[src/pmcc_params.svh]
`ifndef PMCC_PARAMS_SVH
`define PMCC_PARAMS_SVH

// register byte offsets
`define PMCC_OFS_MODE      12'h000
`define PMCC_OFS_OSC       12'h004
`define PMCC_OFS_STATUS    12'h008
`define PMCC_OFS_GATE0     12'h010
`define PMCC_OFS_GATE1     12'h014
`define PMCC_OFS_GATE2     12'h018
`define PMCC_OFS_GATE3     12'h01C
`define PMCC_OFS_CMD       12'h020

// mode register fields
`define PMCC_MODE_SEL_LO   0
`define PMCC_MODE_SEL_HI   1
`define PMCC_MODE_IDLE     2
`define PMCC_MODE_XTAL     3
// osc register fields
`define PMCC_OSC_FREQ_LO   0
`define PMCC_OSC_FREQ_HI   2
`define PMCC_OSC_SRC       3
`define PMCC_OSC_MID       4
`define PMCC_OSC_WDOG      5
`define PMCC_OSC_FSCM      6
// status register fields
`define PMCC_ST_PRI        0
`define PMCC_ST_HF_STABLE  1
`define PMCC_ST_MF_STABLE  2
`define PMCC_ST_CPU_RUN    3
`define PMCC_ST_IN_RESET   4
`define PMCC_ST_MODE_LO    8
// command register: write 1 to execute sleep
`define PMCC_CMD_SLEEP     0

`define PMCC_MODE_RESET    32'h0000_0000
`define PMCC_OSC_RESET     32'h0000_0000
`define PMCC_GATE_RESET    8'h00

// timing
`define PMCC_CLK_MHZ       200
`define PMCC_POWER_UP_TIMER_US       64000
`define PMCC_POWER_UP_TIMER_CYC      (`PMCC_POWER_UP_TIMER_US * `PMCC_CLK_MHZ)
`define PMCC_OST_CYC       1024
`define PMCC_CSD_NS        10
`define PMCC_CSD_CYC       ((`PMCC_CSD_NS * `PMCC_CLK_MHZ + 999) / 1000)
`define PMCC_SETTLE_NS     10
`define PMCC_SETTLE_CYC    ((`PMCC_SETTLE_NS * `PMCC_CLK_MHZ + 999) / 1000)

`endif

[src/pmcc_pkg.sv]
package pmcc_pkg;

	typedef enum logic [2:0] {
		pmcc_run_primary,
		pmcc_run_secondary,
		pmcc_run_internal,
		pmcc_idle_primary,
		pmcc_idle_secondary,
		pmcc_idle_internal,
		pmcc_sleep
	} pmcc_mode_t;

	typedef enum logic [1:0] {
		pmcc_ph_power_up_timer,
		pmcc_ph_ost,
		pmcc_ph_csd,
		pmcc_ph_ready
	} pmcc_phase_t;

	typedef enum logic [1:0] {
		pmcc_src_primary,
		pmcc_src_secondary,
		pmcc_src_internal,
		pmcc_src_none
	} pmcc_src_t;

	// ahb address phase captured for the data phase
	typedef struct packed {
		logic        wr;
		logic        rd;
		logic [11:0] addr;
	} pmcc_ahb_req_t;

	typedef struct packed {
		logic        primary_osc_en;
		logic        secondary_osc_en;
		logic        internal_osc_en;
		logic        low_freq_rc_en;
		pmcc_src_t   sys_src;
		logic        cpu_clk_en;
		logic        periph_clk_en;
		logic        core_reset;
	} pmcc_clk_ctl_t;

endpackage : pmcc_pkg

[src/pmcc_clock_control.sv]
// Notes on behaviour
// - primary-idle keeps the primary oscillator running without interruption.
// - every other low-power mode stops the primary oscillator pin.
// - secondary run and idle clock the device from the secondary oscillator.
// - internal run and idle clock the device from the internal block.
// - low-frequency internal clock usable directly, may stay on in any mode.
// - sleep stops the primary and secondary oscillators and every device clock.
// - internal oscillator stays on in sleep while the watchdog runs.
// - power-up timer holds reset about 64 ms, always enabled.
// - crystal modes count 1024 oscillator cycles before clocking the device.
// - after power-on reset a clock-switch delay precedes execution.
// - internal idle stops cpu clock, peripherals still clocked.
// - switching to internal mux stops primary and clears primary status.
// - internal output on outside sleep for nonzero freq, source bit or mid bit; flags after settle.
// - stable flags survive sleep entry when already stable and enabled.
// - freq, source and mid bits clear: output off unless watchdog runs in sleep, flags clear, no source shown.
// - peripherals stay clocked while internal source stabilises.
// - wake from internal idle: cpu resumes after clock-switch delay.
// - wake leaves idle bit and select bits unchanged.
// - low-freq rc runs while watchdog or fail-safe monitor enabled.
// - clearing a peripheral enable stops function, registers stay usable.
// - disable bit gates all clocks, blocks writes, reads invalid; four regs.
`include "pmcc_params.svh"

module pmcc_clock_control #(
	parameter int unsigned POWER_UP_TIMER_CYCLES = `PMCC_POWER_UP_TIMER_CYC,
	parameter int unsigned OST_CYCLES  = `PMCC_OST_CYC,
	parameter int unsigned NUM_PERIPH  = 32
) (
	input  wire logic                  hclk,
	input  wire logic                  hresetn,
	input  wire logic                  hsel,
	input  wire logic [31:0]           haddr,
	input  wire logic [1:0]            htrans,
	input  wire logic                  hwrite,
	input  wire logic [2:0]            hsize,
	input  wire logic [31:0]           hwdata,
	input  wire logic                  hready,
	output logic [31:0]                hrdata,
	output logic                       hreadyout,
	output logic                       hresp,
	input  wire logic                  primary_osc_tick,
	input  wire logic                  wake_event,
	input  wire logic [NUM_PERIPH-1:0] peripheral_enable_bit,
	output pmcc_pkg::pmcc_clk_ctl_t    clk_ctl,
	output logic [NUM_PERIPH-1:0]      periph_clk_gate_en,
	output logic [NUM_PERIPH-1:0]      periph_run,
	output logic [NUM_PERIPH-1:0]      periph_reg_access_en
);

	////////////////////////////////////////////////////////////////////////
	// state

	typedef struct packed {
		pmcc_pkg::pmcc_ahb_req_t req;
		logic [31:0]             rdata;
		logic [3:0]              mode_reg;
		logic [6:0]              osc_reg;
		logic [31:0]             gate;
		pmcc_pkg::pmcc_mode_t    mode;
		pmcc_pkg::pmcc_phase_t   phase;
		logic [31:0]             cnt;
		logic [15:0]             settle_cnt;
		logic                    stable;
		logic                    primary_status;
		pmcc_pkg::pmcc_clk_ctl_t ctl;
	} pmcc_state_t;

	pmcc_state_t st;
	pmcc_state_t next_st;

	localparam logic [15:0] SETTLE_CYC = 16'(`PMCC_SETTLE_CYC);
	localparam logic [31:0] CSD_CYC    = 32'(`PMCC_CSD_CYC);

	function automatic logic internal_req(input logic [6:0] osc);
		return (osc[`PMCC_OSC_FREQ_HI:`PMCC_OSC_FREQ_LO] != 3'h0)
			|| osc[`PMCC_OSC_SRC] || osc[`PMCC_OSC_MID];
	endfunction : internal_req

	function automatic logic is_internal(input pmcc_pkg::pmcc_mode_t m);
		return m == pmcc_pkg::pmcc_run_internal
			|| m == pmcc_pkg::pmcc_idle_internal;
	endfunction : is_internal

	// run mode implied by the select bits; upper bit wins, lower ignored then
	function automatic pmcc_pkg::pmcc_mode_t run_of(input logic [3:0] mr);
		if (mr[`PMCC_MODE_SEL_HI])
			return pmcc_pkg::pmcc_run_internal;
		if (mr[`PMCC_MODE_SEL_LO])
			return pmcc_pkg::pmcc_run_secondary;
		return pmcc_pkg::pmcc_run_primary;
	endfunction : run_of

	// gate registers sit on consecutive words; the slot picks the byte lane
	function automatic logic [4:0] gate_lsb(input logic [11:0] a);
		return {a[3:2], 3'h0};
	endfunction : gate_lsb

	// internal mux with nothing requested shows no source at all
	function automatic pmcc_pkg::pmcc_src_t internal_src(input logic [6:0] osc);
		return internal_req(osc) ? pmcc_pkg::pmcc_src_internal
			: pmcc_pkg::pmcc_src_none;
	endfunction : internal_src

	// status word; the stable flag is split by the mid-frequency select
	function automatic logic [31:0] status_word(input pmcc_state_t s);
		logic [31:0] w;
		w                        = 32'h0;
		w[`PMCC_ST_PRI]          = s.primary_status;
		w[`PMCC_ST_HF_STABLE]    = s.stable && !s.osc_reg[`PMCC_OSC_MID];
		w[`PMCC_ST_MF_STABLE]    = s.stable && s.osc_reg[`PMCC_OSC_MID];
		w[`PMCC_ST_CPU_RUN]      = s.ctl.cpu_clk_en;
		w[`PMCC_ST_IN_RESET]     = s.ctl.core_reset;
		w[`PMCC_ST_MODE_LO +: 3] = s.mode;
		return w;
	endfunction : status_word

	// enables and source per mode; every field is set in every branch so
	// that no mode can inherit an enable left over from the one before
	function automatic pmcc_pkg::pmcc_clk_ctl_t ctl_of(
		input pmcc_pkg::pmcc_mode_t  m,
		input pmcc_pkg::pmcc_phase_t ph,
		input logic [6:0]            osc
	);
		pmcc_pkg::pmcc_clk_ctl_t c;
		logic                    held;
		logic                    ready;
		held  = ph == pmcc_pkg::pmcc_ph_power_up_timer || ph == pmcc_pkg::pmcc_ph_ost;
		ready = ph == pmcc_pkg::pmcc_ph_ready;
		c.core_reset     = held;
		c.low_freq_rc_en = osc[`PMCC_OSC_WDOG] || osc[`PMCC_OSC_FSCM]
			|| osc[`PMCC_OSC_SRC];
		case (m)
			pmcc_pkg::pmcc_run_primary: begin
				c.primary_osc_en   = 1'b1;
				c.secondary_osc_en = 1'b0;
				c.internal_osc_en  = internal_req(osc);
				c.sys_src          = pmcc_pkg::pmcc_src_primary;
				c.cpu_clk_en       = ready;
				c.periph_clk_en    = !held;
			end
			pmcc_pkg::pmcc_idle_primary: begin
				c.primary_osc_en   = 1'b1;
				c.secondary_osc_en = 1'b0;
				c.internal_osc_en  = internal_req(osc);
				c.sys_src          = pmcc_pkg::pmcc_src_primary;
				c.cpu_clk_en       = 1'b0;
				c.periph_clk_en    = !held;
			end
			pmcc_pkg::pmcc_run_secondary: begin
				c.primary_osc_en   = 1'b0;
				c.secondary_osc_en = 1'b1;
				c.internal_osc_en  = internal_req(osc);
				c.sys_src          = pmcc_pkg::pmcc_src_secondary;
				c.cpu_clk_en       = ready;
				c.periph_clk_en    = !held;
			end
			pmcc_pkg::pmcc_idle_secondary: begin
				c.primary_osc_en   = 1'b0;
				c.secondary_osc_en = 1'b1;
				c.internal_osc_en  = internal_req(osc);
				c.sys_src          = pmcc_pkg::pmcc_src_secondary;
				c.cpu_clk_en       = 1'b0;
				c.periph_clk_en    = !held;
			end
			pmcc_pkg::pmcc_run_internal: begin
				c.primary_osc_en   = 1'b0;
				c.secondary_osc_en = 1'b0;
				c.internal_osc_en  = internal_req(osc);
				c.sys_src          = internal_src(osc);
				c.cpu_clk_en       = ready;
				c.periph_clk_en    = !held;
			end
			pmcc_pkg::pmcc_idle_internal: begin
				c.primary_osc_en   = 1'b0;
				c.secondary_osc_en = 1'b0;
				c.internal_osc_en  = internal_req(osc);
				c.sys_src          = internal_src(osc);
				c.cpu_clk_en       = 1'b0;
				c.periph_clk_en    = !held;
			end
			pmcc_pkg::pmcc_sleep: begin
				c.primary_osc_en   = 1'b0;
				c.secondary_osc_en = 1'b0;
				c.internal_osc_en  = osc[`PMCC_OSC_WDOG];
				c.sys_src          = pmcc_pkg::pmcc_src_none;
				c.cpu_clk_en       = 1'b0;
				c.periph_clk_en    = 1'b0;
			end
			default: begin
				c.primary_osc_en   = 1'b1;
				c.secondary_osc_en = 1'b0;
				c.internal_osc_en  = 1'b0;
				c.sys_src          = pmcc_pkg::pmcc_src_primary;
				c.cpu_clk_en       = 1'b0;
				c.periph_clk_en    = 1'b0;
			end
		endcase
		return c;
	endfunction : ctl_of

	////////////////////////////////////////////////////////////////////////
	// next state

	logic                    addr_ok;
	pmcc_pkg::pmcc_mode_t    run_mode;
	logic                    sleep_cmd;

	always_comb begin
		next_st   = st;
		addr_ok   = hsel && hready && htrans[1];
		run_mode  = run_of(st.mode_reg);
		sleep_cmd = 1'b0;

		// bus data phase: registers take effect one cycle after address
		next_st.req.wr   = addr_ok && hwrite;
		next_st.req.rd   = addr_ok && !hwrite;
		next_st.req.addr = haddr[11:0];
		if (st.req.wr) begin
			case (st.req.addr)
				`PMCC_OFS_MODE: next_st.mode_reg = hwdata[3:0];
				`PMCC_OFS_OSC:  next_st.osc_reg  = hwdata[6:0];
				`PMCC_OFS_GATE0, `PMCC_OFS_GATE1,
				`PMCC_OFS_GATE2, `PMCC_OFS_GATE3:
					next_st.gate[gate_lsb(st.req.addr) +: 8] =
						hwdata[7:0];
				`PMCC_OFS_CMD:  sleep_cmd = hwdata[`PMCC_CMD_SLEEP];
				default: ;
			endcase
		end

		// power-up sequence
		case (st.phase)
			pmcc_pkg::pmcc_ph_power_up_timer: begin
				if (st.cnt >= POWER_UP_TIMER_CYCLES - 1) begin
					next_st.cnt = 32'h0;
					next_st.phase = st.mode_reg[`PMCC_MODE_XTAL]
						? pmcc_pkg::pmcc_ph_ost : pmcc_pkg::pmcc_ph_csd;
				end else
					next_st.cnt = st.cnt + 32'h1;
			end
			pmcc_pkg::pmcc_ph_ost: begin
				if (primary_osc_tick) begin
					if (st.cnt >= OST_CYCLES - 1) begin
						next_st.cnt   = 32'h0;
						next_st.phase = pmcc_pkg::pmcc_ph_csd;
					end else
						next_st.cnt = st.cnt + 32'h1;
				end
			end
			pmcc_pkg::pmcc_ph_csd: begin
				if (st.cnt >= CSD_CYC - 1) begin
					next_st.cnt   = 32'h0;
					next_st.phase = pmcc_pkg::pmcc_ph_ready;
				end else
					next_st.cnt = st.cnt + 32'h1;
			end
			pmcc_pkg::pmcc_ph_ready: ;
			default: next_st.phase = pmcc_pkg::pmcc_ph_power_up_timer;
		endcase

		// power-managed mode machine
		if (st.phase == pmcc_pkg::pmcc_ph_ready) begin
			case (st.mode)
				pmcc_pkg::pmcc_run_primary,
				pmcc_pkg::pmcc_run_secondary,
				pmcc_pkg::pmcc_run_internal: begin
					if (sleep_cmd) begin
						if (!st.mode_reg[`PMCC_MODE_IDLE])
							next_st.mode = pmcc_pkg::pmcc_sleep;
						else if (run_mode == pmcc_pkg::pmcc_run_internal)
							next_st.mode = pmcc_pkg::pmcc_idle_internal;
						else if (run_mode == pmcc_pkg::pmcc_run_secondary)
							next_st.mode = pmcc_pkg::pmcc_idle_secondary;
						else
							next_st.mode = pmcc_pkg::pmcc_idle_primary;
					end else
						next_st.mode = run_mode;
				end
				pmcc_pkg::pmcc_idle_primary,
				pmcc_pkg::pmcc_idle_secondary,
				pmcc_pkg::pmcc_idle_internal,
				pmcc_pkg::pmcc_sleep: begin
					// select bits untouched by wake
					if (wake_event) begin
						next_st.mode  = run_mode;
						next_st.phase = pmcc_pkg::pmcc_ph_csd;
						next_st.cnt   = 32'h0;
					end
				end
				default: next_st.mode = pmcc_pkg::pmcc_run_primary;
			endcase
		end

		// internal oscillator settling; flags kept across sleep when stable
		if (!internal_req(st.osc_reg)) begin
			next_st.stable     = 1'b0;
			next_st.settle_cnt = 16'h0;
		end else if (!st.stable) begin
			if (st.settle_cnt >= SETTLE_CYC - 16'h1)
				next_st.stable = 1'b1;
			else
				next_st.settle_cnt = st.settle_cnt + 16'h1;
		end

		// primary oscillator status
		if (is_internal(next_st.mode) || next_st.mode == pmcc_pkg::pmcc_sleep
				|| next_st.mode == pmcc_pkg::pmcc_idle_secondary
				|| next_st.mode == pmcc_pkg::pmcc_run_secondary)
			next_st.primary_status = 1'b0;
		else
			next_st.primary_status = next_st.phase == pmcc_pkg::pmcc_ph_ready
				|| st.primary_status;

		// clock control outputs; peripherals run in every mode but sleep once core reset is released
		next_st.ctl = ctl_of(next_st.mode, next_st.phase, st.osc_reg);

		// read data for the next data phase
		next_st.rdata = 32'h0;
		if (addr_ok && !hwrite) begin
			case (haddr[11:0])
				`PMCC_OFS_MODE: next_st.rdata = {28'h0, st.mode_reg};
				`PMCC_OFS_OSC:  next_st.rdata = {25'h0, st.osc_reg};
				`PMCC_OFS_STATUS: next_st.rdata = status_word(st);
				`PMCC_OFS_GATE0, `PMCC_OFS_GATE1,
				`PMCC_OFS_GATE2, `PMCC_OFS_GATE3:
					next_st.rdata =
						{24'h0, st.gate[gate_lsb(haddr[11:0]) +: 8]};
				default: ;
			endcase
		end
	end

	////////////////////////////////////////////////////////////////////////
	// registers

	always_ff @(posedge hclk or negedge hresetn) begin
		if (!hresetn) begin
			st.req         <= '0;
			st.rdata       <= 32'h0;
			st.mode_reg    <= 4'(`PMCC_MODE_RESET);
			st.osc_reg     <= 7'(`PMCC_OSC_RESET);
			st.gate        <= {4{`PMCC_GATE_RESET}};
			st.mode        <= pmcc_pkg::pmcc_run_primary;
			st.phase       <= pmcc_pkg::pmcc_ph_power_up_timer;
			st.cnt         <= 32'h0;
			st.settle_cnt  <= 16'h0;
			st.stable      <= 1'b0;
			st.primary_status <= 1'b0;
			st.ctl         <= '{primary_osc_en: 1'b1, secondary_osc_en: 1'b0,
				internal_osc_en: 1'b0, low_freq_rc_en: 1'b0,
				sys_src: pmcc_pkg::pmcc_src_primary, cpu_clk_en: 1'b0,
				periph_clk_en: 1'b0, core_reset: 1'b1};
		end else begin
			st <= next_st;
		end
	end

	////////////////////////////////////////////////////////////////////////
	// outputs

	assign hrdata    = st.rdata;
	assign hreadyout = 1'b1;
	assign hresp     = 1'b0;
	assign clk_ctl   = st.ctl;

	// disabled module: no clock, no register access; enable bit only stops it
	always_comb begin
		for (int i = 0; i < NUM_PERIPH; i++) begin
			periph_clk_gate_en[i]   = st.ctl.periph_clk_en && !st.gate[i];
			periph_reg_access_en[i] = !st.gate[i];
			periph_run[i]           = periph_clk_gate_en[i]
				&& peripheral_enable_bit[i];
		end
	end

endmodule : pmcc_clock_control

[config.mk]
export PLATFORM = sky130hd
export DESIGN_NAME = pmcc_clock_control
export DESIGN_NICKNAME = d
export VERILOG_FILES = /design/src/pmcc_pkg.sv /design/src/pmcc_clock_control.sv
export VERILOG_INCLUDE_DIRS = /design/src
export SDC_FILE = /design/constraint.sdc
export NUM_CORES = 1
export LEC_CHECK = 0
export BUFFER_PORTS_ARGS = -buffer_cell sky130_fd_sc_hd__clkbuf_2
export CAP_MARGIN = 20
export CORE_MARGIN = 1
export CORE_UTILIZATION = 47
export CTS_BUF_LIST = sky130_fd_sc_hd__clkbuf_2 sky130_fd_sc_hd__clkbuf_4 sky130_fd_sc_hd__clkbuf_8
export CTS_CLUSTER_SIZE = 8
export DETAILED_ROUTE_END_ITERATION = 16
export PLACE_DENSITY_LB_ADDON = 0.2
export SLEW_MARGIN = 0
export SYNTH_ARGS = -nofsm -noshare
export SYNTH_HDL_FRONTEND = slang
export SYNTH_SLANG_ARGS = --single-unit
[constraint.sdc]
create_clock -name hclk -period 2.5 [get_ports hclk]
set_clock_uncertainty 0.2 [all_clocks]
set_input_delay 0.5 -clock hclk [delete_from_list [all_inputs] [get_ports hclk]]
set_output_delay 0.5 -clock hclk [all_outputs]
set_load 0.02 [all_outputs]
==> results.yml, run 1 <==
status:
  run_status: "finished, final reports clean"
worst_hold_path:
  min_path_type: "in2reg"
detailed_routing:
  drt_iter0_markers: 388
  wirelength_mm: 19.38
  dr.pass1.iters: 6
  antenna_left: 0
  vias: 6326
  avgViaCountPerCell: 5.285
  avgRoutedWirePerCell_um: 16.19
  drc: 0
synth:
  syn_area_mm2: 0.007306
  synth_common_cells: "dfrtp_1 (129), nand2_1 (94), and2_1 (52)"
  syn-mean-instance-area_um2: 9.427
  synth-seq-area-share: 0.4490
  synthArstFlopShare: 1.000
  ys_top_cells_by_area: "dfrtp_1 (44%), nand2_1 (4.8%), and2_1 (4.5%)"
  yosysTopAreaCell: "dfrtp_1"
  ys.flop_type: "dfrtp_1"
  synthMostInstantiatedCell: "dfrtp_1"
  synth.ff_latch_count: 131
  synth_edf_count: 0
  ys_types: 78
  synth-warning-count: 0
  synthCells: 775
  synthDominantCellAreaShare: 0.4419
global_route:
  grt_antenna_before_repair: 0
  grt_pass1_vias: 5900
  grt_pass1_wl_mm: 30.66
  grt_start_max_net_pins: 52
  overflow: 0
  grt_usage: 0.2478
pwr:
  finalPower_mw: 5.590
  leakagePower_nw: 4.720
  cellPowerDensity_mw_per_mm2: 610.6
  ir_worst_vdd_uv: 346.2
cts:
  cts_tree: "yes"
  htreeDepth: 4
  clk_latency_ns: 0.44
  clkTransAtPathRegs_ns: 0.07
  cts_buffers: 17
  cts-root-buf: "clkbuf_8"
  cts_sinks: 131
  clockBufferDepth: 2
layout:
  diodes: 0
  n_fill_cell: 1364
  final_nets: 1117
  layout-drive-gt1-share: 0.3280
  final-seq-area_mm2: 0.003282
  area_growth_pct: 25.30
  instances_no_fill: 1197
  multi_input_area_mm2: 0.003533
timing:
  slew_violations: 0
  whs_ns: 0.05389
  rsz0062_at_grt: "true"
  setup_viol: 0
  worstMarginPinSlew_ns: 0.5001
  post-route-min-period_ns: 2.472
  setup_tns_ns: 0
  fin_crit_sh: 0.9886
  hold_violations: 0
  relSlewSlack: 0.6624
  clock.fmax_mhz: 404.6
placement:
  dp.cells: 1151
  gp_congestion: 0.8694
  dp_hpwl_mm: 14.26
  numPortBuffers: 175
die:
  pin_count: 247
  rows: 45
  start_util: 0.4806
  die_h_um: 126.7
  die_x_um: 126.7
  core_mm2: 0.01520
  die_area_mm2: 0.01605
worst_setup_path:
  critical_path.max_fanout: 9
  crit_path_end_kind: "flip-flop"
  regToRegSetupSlack_ns: 0.03
  crit_required_ns: 2.66
  crit_path_start_kind: "flip-flop"
  criticalPathCategory: "reg2reg"
  critical_path_arrival_ns: 2.63
flow_run:
  maxCapViolations: 0
-- cell usage in the layout (no fill, tap or decap), types with 13 or more instances in the layout --
cell type,n
nand2_1,94
nor2b_1,35
inv_1,49
conb_1,23
nor2_1,38
a21oi_1,24
clkbuf_8,20
nand3_1,22
o21ai_0,49
dfrtp_1,128
clkbuf_2,174
and2_1,52
buf_4,62
mux2_2,13
nor3_1,16
-- final timing paths --
path | depth (start not counted) | end | from
worst max register to register | 7 | st[43] | st[45]
min in group asynchronous | 2 | st[33] | hresetn
worst min-delay path | 1 | st[143] | haddr[4]
worst min register to register | 1 | st[26] | st[26]
worst max-delay path | 7 | st[43] | st[45]
max in group asynchronous | 3 | clk_ctl[8] | hresetn
-- cell families (layout without fill, tap and decap cells) --
| group | count (synthesis) | after routing | synth area share |
|---|---|---|---|
| simple gates | 343 | 343 | 0.2637 |
| compound gates | 140 | 140 | 0.1261 |
| flops | 131 | 131 | 0.4490 |
| buf+inv | 118 | 331 | 0.08460 |
| mux | 28 | 28 | 0.05429 |
| fa+ha+maj | 11 | 11 | 0.01884 |
| other cells | 2 | 23 | 0.001028 |
| xor+xnor | 2 | 2 | 0.002398 |
-- area by class of cell --
| cell class | count | area share |
|---|---|---|
| inverter | 52 | 0.02132 |
| sequential | 131 | 0.3585 |
| timing repair buffer | 249 | 0.1635 |
| clock buffer | 21 | 0.03089 |
| multi-input combinational | 547 | 0.3860 |
| tap | 188 | 0.02570 |
| clock inverter | 9 | 0.01408 |
-- stage by stage --
step	area [µm²]	util	setup WS, ns
final	9154	0.6021	0.02840
after global routing	9154	0.6021	-0.09065
after CTS	9034	0.5942	0.04468
after detailed placement	8536	0.5615	-0.03895
after global placement	8536	0.5615	0.02902
after floorplan	7385	-	0.06425
-- flip-flops by register name, indices dropped and copies added, names as in the netlist --
register,count
clk_ctl,9
st,111
hrdata,11
-- report_power, final --
part           internal (mW)  switching (mW)
registers               2.24           0.107
clock network           1.06           0.797
logic                  0.542           0.837
-- what timing repair did --
action	CTS	global route
pin swaps	1	7
endpoints found under the hold margin	37	2
setup endpoints to repair	6	36
setup buffers	0	6
gates resized for setup	2	11
hold buffers	8	2
-- worst max-delay path, cell delays in order (launching register included) --
cell	delay, ns
dfrtp_2	0.45
nor4_4	0.38
nand4_4	0.24
nor4_4	0.41
a31oi_4	0.12
buf_12	0.19
or3_1	0.33
o21ai_1	0.08
-- layer usage --
layer / wire length [µm] / global-route usage / vias to the layer above
met4: 171 / 0.06933 / 0
met3: 1103 / 0.05356 / 16
li1: - / - / 3077
met1: 8872 / 0.3480 / 3011
met5: 0 / 0 / -
met2: 9236 / 0.3880 / 222
Power figures use the tool's default switching activity.
==> inputs of run 2 (changes only) <==
- CORE_UTILIZATION: 47 -> 46
- CTS_BUF_LIST: sky130_fd_sc_hd__clkbuf_2 sky130_fd_sc_hd__clkbuf_4 sky130_fd_sc_hd__clkbuf_8 -> not set
- RECOVER_POWER: not set -> 25
==> results.yml, run 2 (same netlist as run 1, synthesis figures left out) <==
flow_run:
  maxCapViolations: 0
pwr:
  power_frac_seq: 0.389
  power_frac_comb: 0.226
  cellPowerDensity_mw_per_mm2: 650.9
  leakagePower_nw: 4.762
  switchingPower_mw: 1.813
  intPower_mw: 4.230
  ir_worst_vdd_uv: 516.2
  sw_frac_of_total: 0.3000
  p_clk_frac: 0.385
timing:
  slew_violations: 0
  rsz0062_at_grt: "true"
  worst_slack_ns: 0.05116
  worstMarginPinSlew_ns: 1.029
  clock.fmax_mhz: 408.4
  fin_crit_sh: 0.9795
  setup_viol: 0
  post-route-min-period_ns: 2.449
  setup_tns_ns: 0
  relSlewSlack: 0.3140
  hold_violations: 0
cts:
  cts-root-buf: "clkbuf_16"
  htreeDepth: 4
  cts_sinks: 131
  clk_latency_ns: 0.42
  clkTransAtPathRegs_ns: 0.06
  clockBufferDepth: 2
  cts_tree: "yes"
  cts_buffers: 17
layout:
  layout_commonest_cell: "clkbuf_2"
  diodes: 0
  regMostFlops: "st"
  layout-drive-gt1-share: 0.3234
  area_growth_pct: 27.09
  layout_common_cells: "clkbuf_2 (166), dfrtp_1 (126), nand2_1 (94)"
  post-route-cell-area_mm2: 0.009285
  largest_register_ffs: 111
  final_nets: 1117
global_route:
  overflow: 0
  grt_pass1_wl_mm: 30.24
  grt_start_max_net_pins: 49
  grt_pass1_vias: 5728
  grt_usage: 0.2423
  grt_antenna_before_repair: 0
placement:
  numPortBuffers: 175
  gp_congestion: 0.8901
  place_ws_ns: 0.05896
  placed_area_mm2: 0.008532
  dp_hpwl_mm: 14.47
die:
  pin_count: 247
  die_x_um: 128.0
  rows: 45
  die_h_um: 128.0
  die_area_mm2: 0.01639
  start_util: 0.4753
  core_mm2: 0.01537
detailed_routing:
  avgViaCountPerCell: 5.180
  drc: 0
  routed.top_layer: "met4"
  wl_met3_um: 991
  vias: 6330
  avgRoutedWirePerCell_um: 15.66
  met2_length_mm: 8.940
  drt_iter0_markers: 454
  antenna_left: 0
  wirelength_mm: 19.13
  m1WireLength_mm: 9.036
  dr.pass1.iters: 7
worst_setup_path:
  crit_required_ns: 2.64
  crit_path_start_kind: "flip-flop"
  critical_path.max_fanout: 11
  criticalPathCategory: "reg2reg"
  crit_path_end_kind: "flip-flop"
  critical_path_arrival_ns: 2.59
worst_hold_path:
  min_path_type: "in2reg"
status:
  run_status: "finished, final reports clean"
-- run 2: cell count changes in the layout (fill, tap and decap cells not counted), moves of 3 or more --
cell           previous run  this run
buf_12                    3         0
clkbuf_1                  0        14
clkbuf_16                 0        17
clkbuf_2                174       166
clkbuf_8                 20         3
clkinv_2                  3         7
dlygate4sd3_1            10         7
nor4_2                    8         5
-- run 2: timing repair --
item / CTS / global route
resized for setup: 0 / 17
hold buffers: 7 / 0
hold endpoints to repair: 88 / 0
setup buffers: 0 / 10
endpoints found under the setup margin: 0 / 43
-- run 2: power groups by stage --
stage	clock network (mW)	registers [mW]	logic, mW
3_5_place_dp	0	2.38	1.30
5_1_grt	2.45	2.37	1.50
6_report	2.32	2.35	1.37
2_1_floorplan	0	2.35	0.904
4_1_cts	2.37	2.35	1.31
3_3_place_gp	0	2.38	1.29
-- run 2: through the flow --
step	utilization	hold WS [ns]	total power, mW	cells
after floorplan	-	0.004409	3.253	796
after global placement	0.5551	0.2671	3.675	1173
after detailed placement	0.5551	0.2646	3.683	1173
after CTS	0.5958	0.004564	6.029	1212
after global routing	0.6041	0.03298	6.321	1222
final	0.6041	0.04778	6.043	1222
-- run 2: final cells by class --
type,count,area [µm²]
clock inverters,10,82.58
multi-input cells,547,3558
repair buffers,249,1426
clock buffers,22,474.2
inverters,52,195.2
fillers,1334,6086
well taps,211,264.0
flip-flops and latches,131,3284
-- run 2: critical path: stages (launching register included) --
cell and delay [ns]:
dfrtp_1 0.41, nor4_4 0.37, buf_4 0.19, nand2_1 0.07, o211ai_2 0.28, a31oi_4 0.23
or4b_1 0.53, o21ai_0 0.08
-- run 2: path summary, 6_finish.rpt --
path	to	slack [ns]	cells after the start	from
setup reg to reg	st[30]	0.05	7	st[47]
min in group asynchronous	st[31]	0.61	3	hresetn
max in group asynchronous	st[29]	0.63	3	hresetn
hold reg to reg	st[26]	0.29	1	st[26]
setup / recovery	st[30]	0.05	7	st[47]
hold / removal	st[146]	0.05	1	haddr[7]
-- run 2: layer usage --
layer | vias to the layer above | GRT usage
li1 | 3079 | -
met1 | 3029 | 0.3452
met2 | 206 | 0.3689
met3 | 16 | 0.06052
met4 | 0 | 0.06159
met5 | - | 0
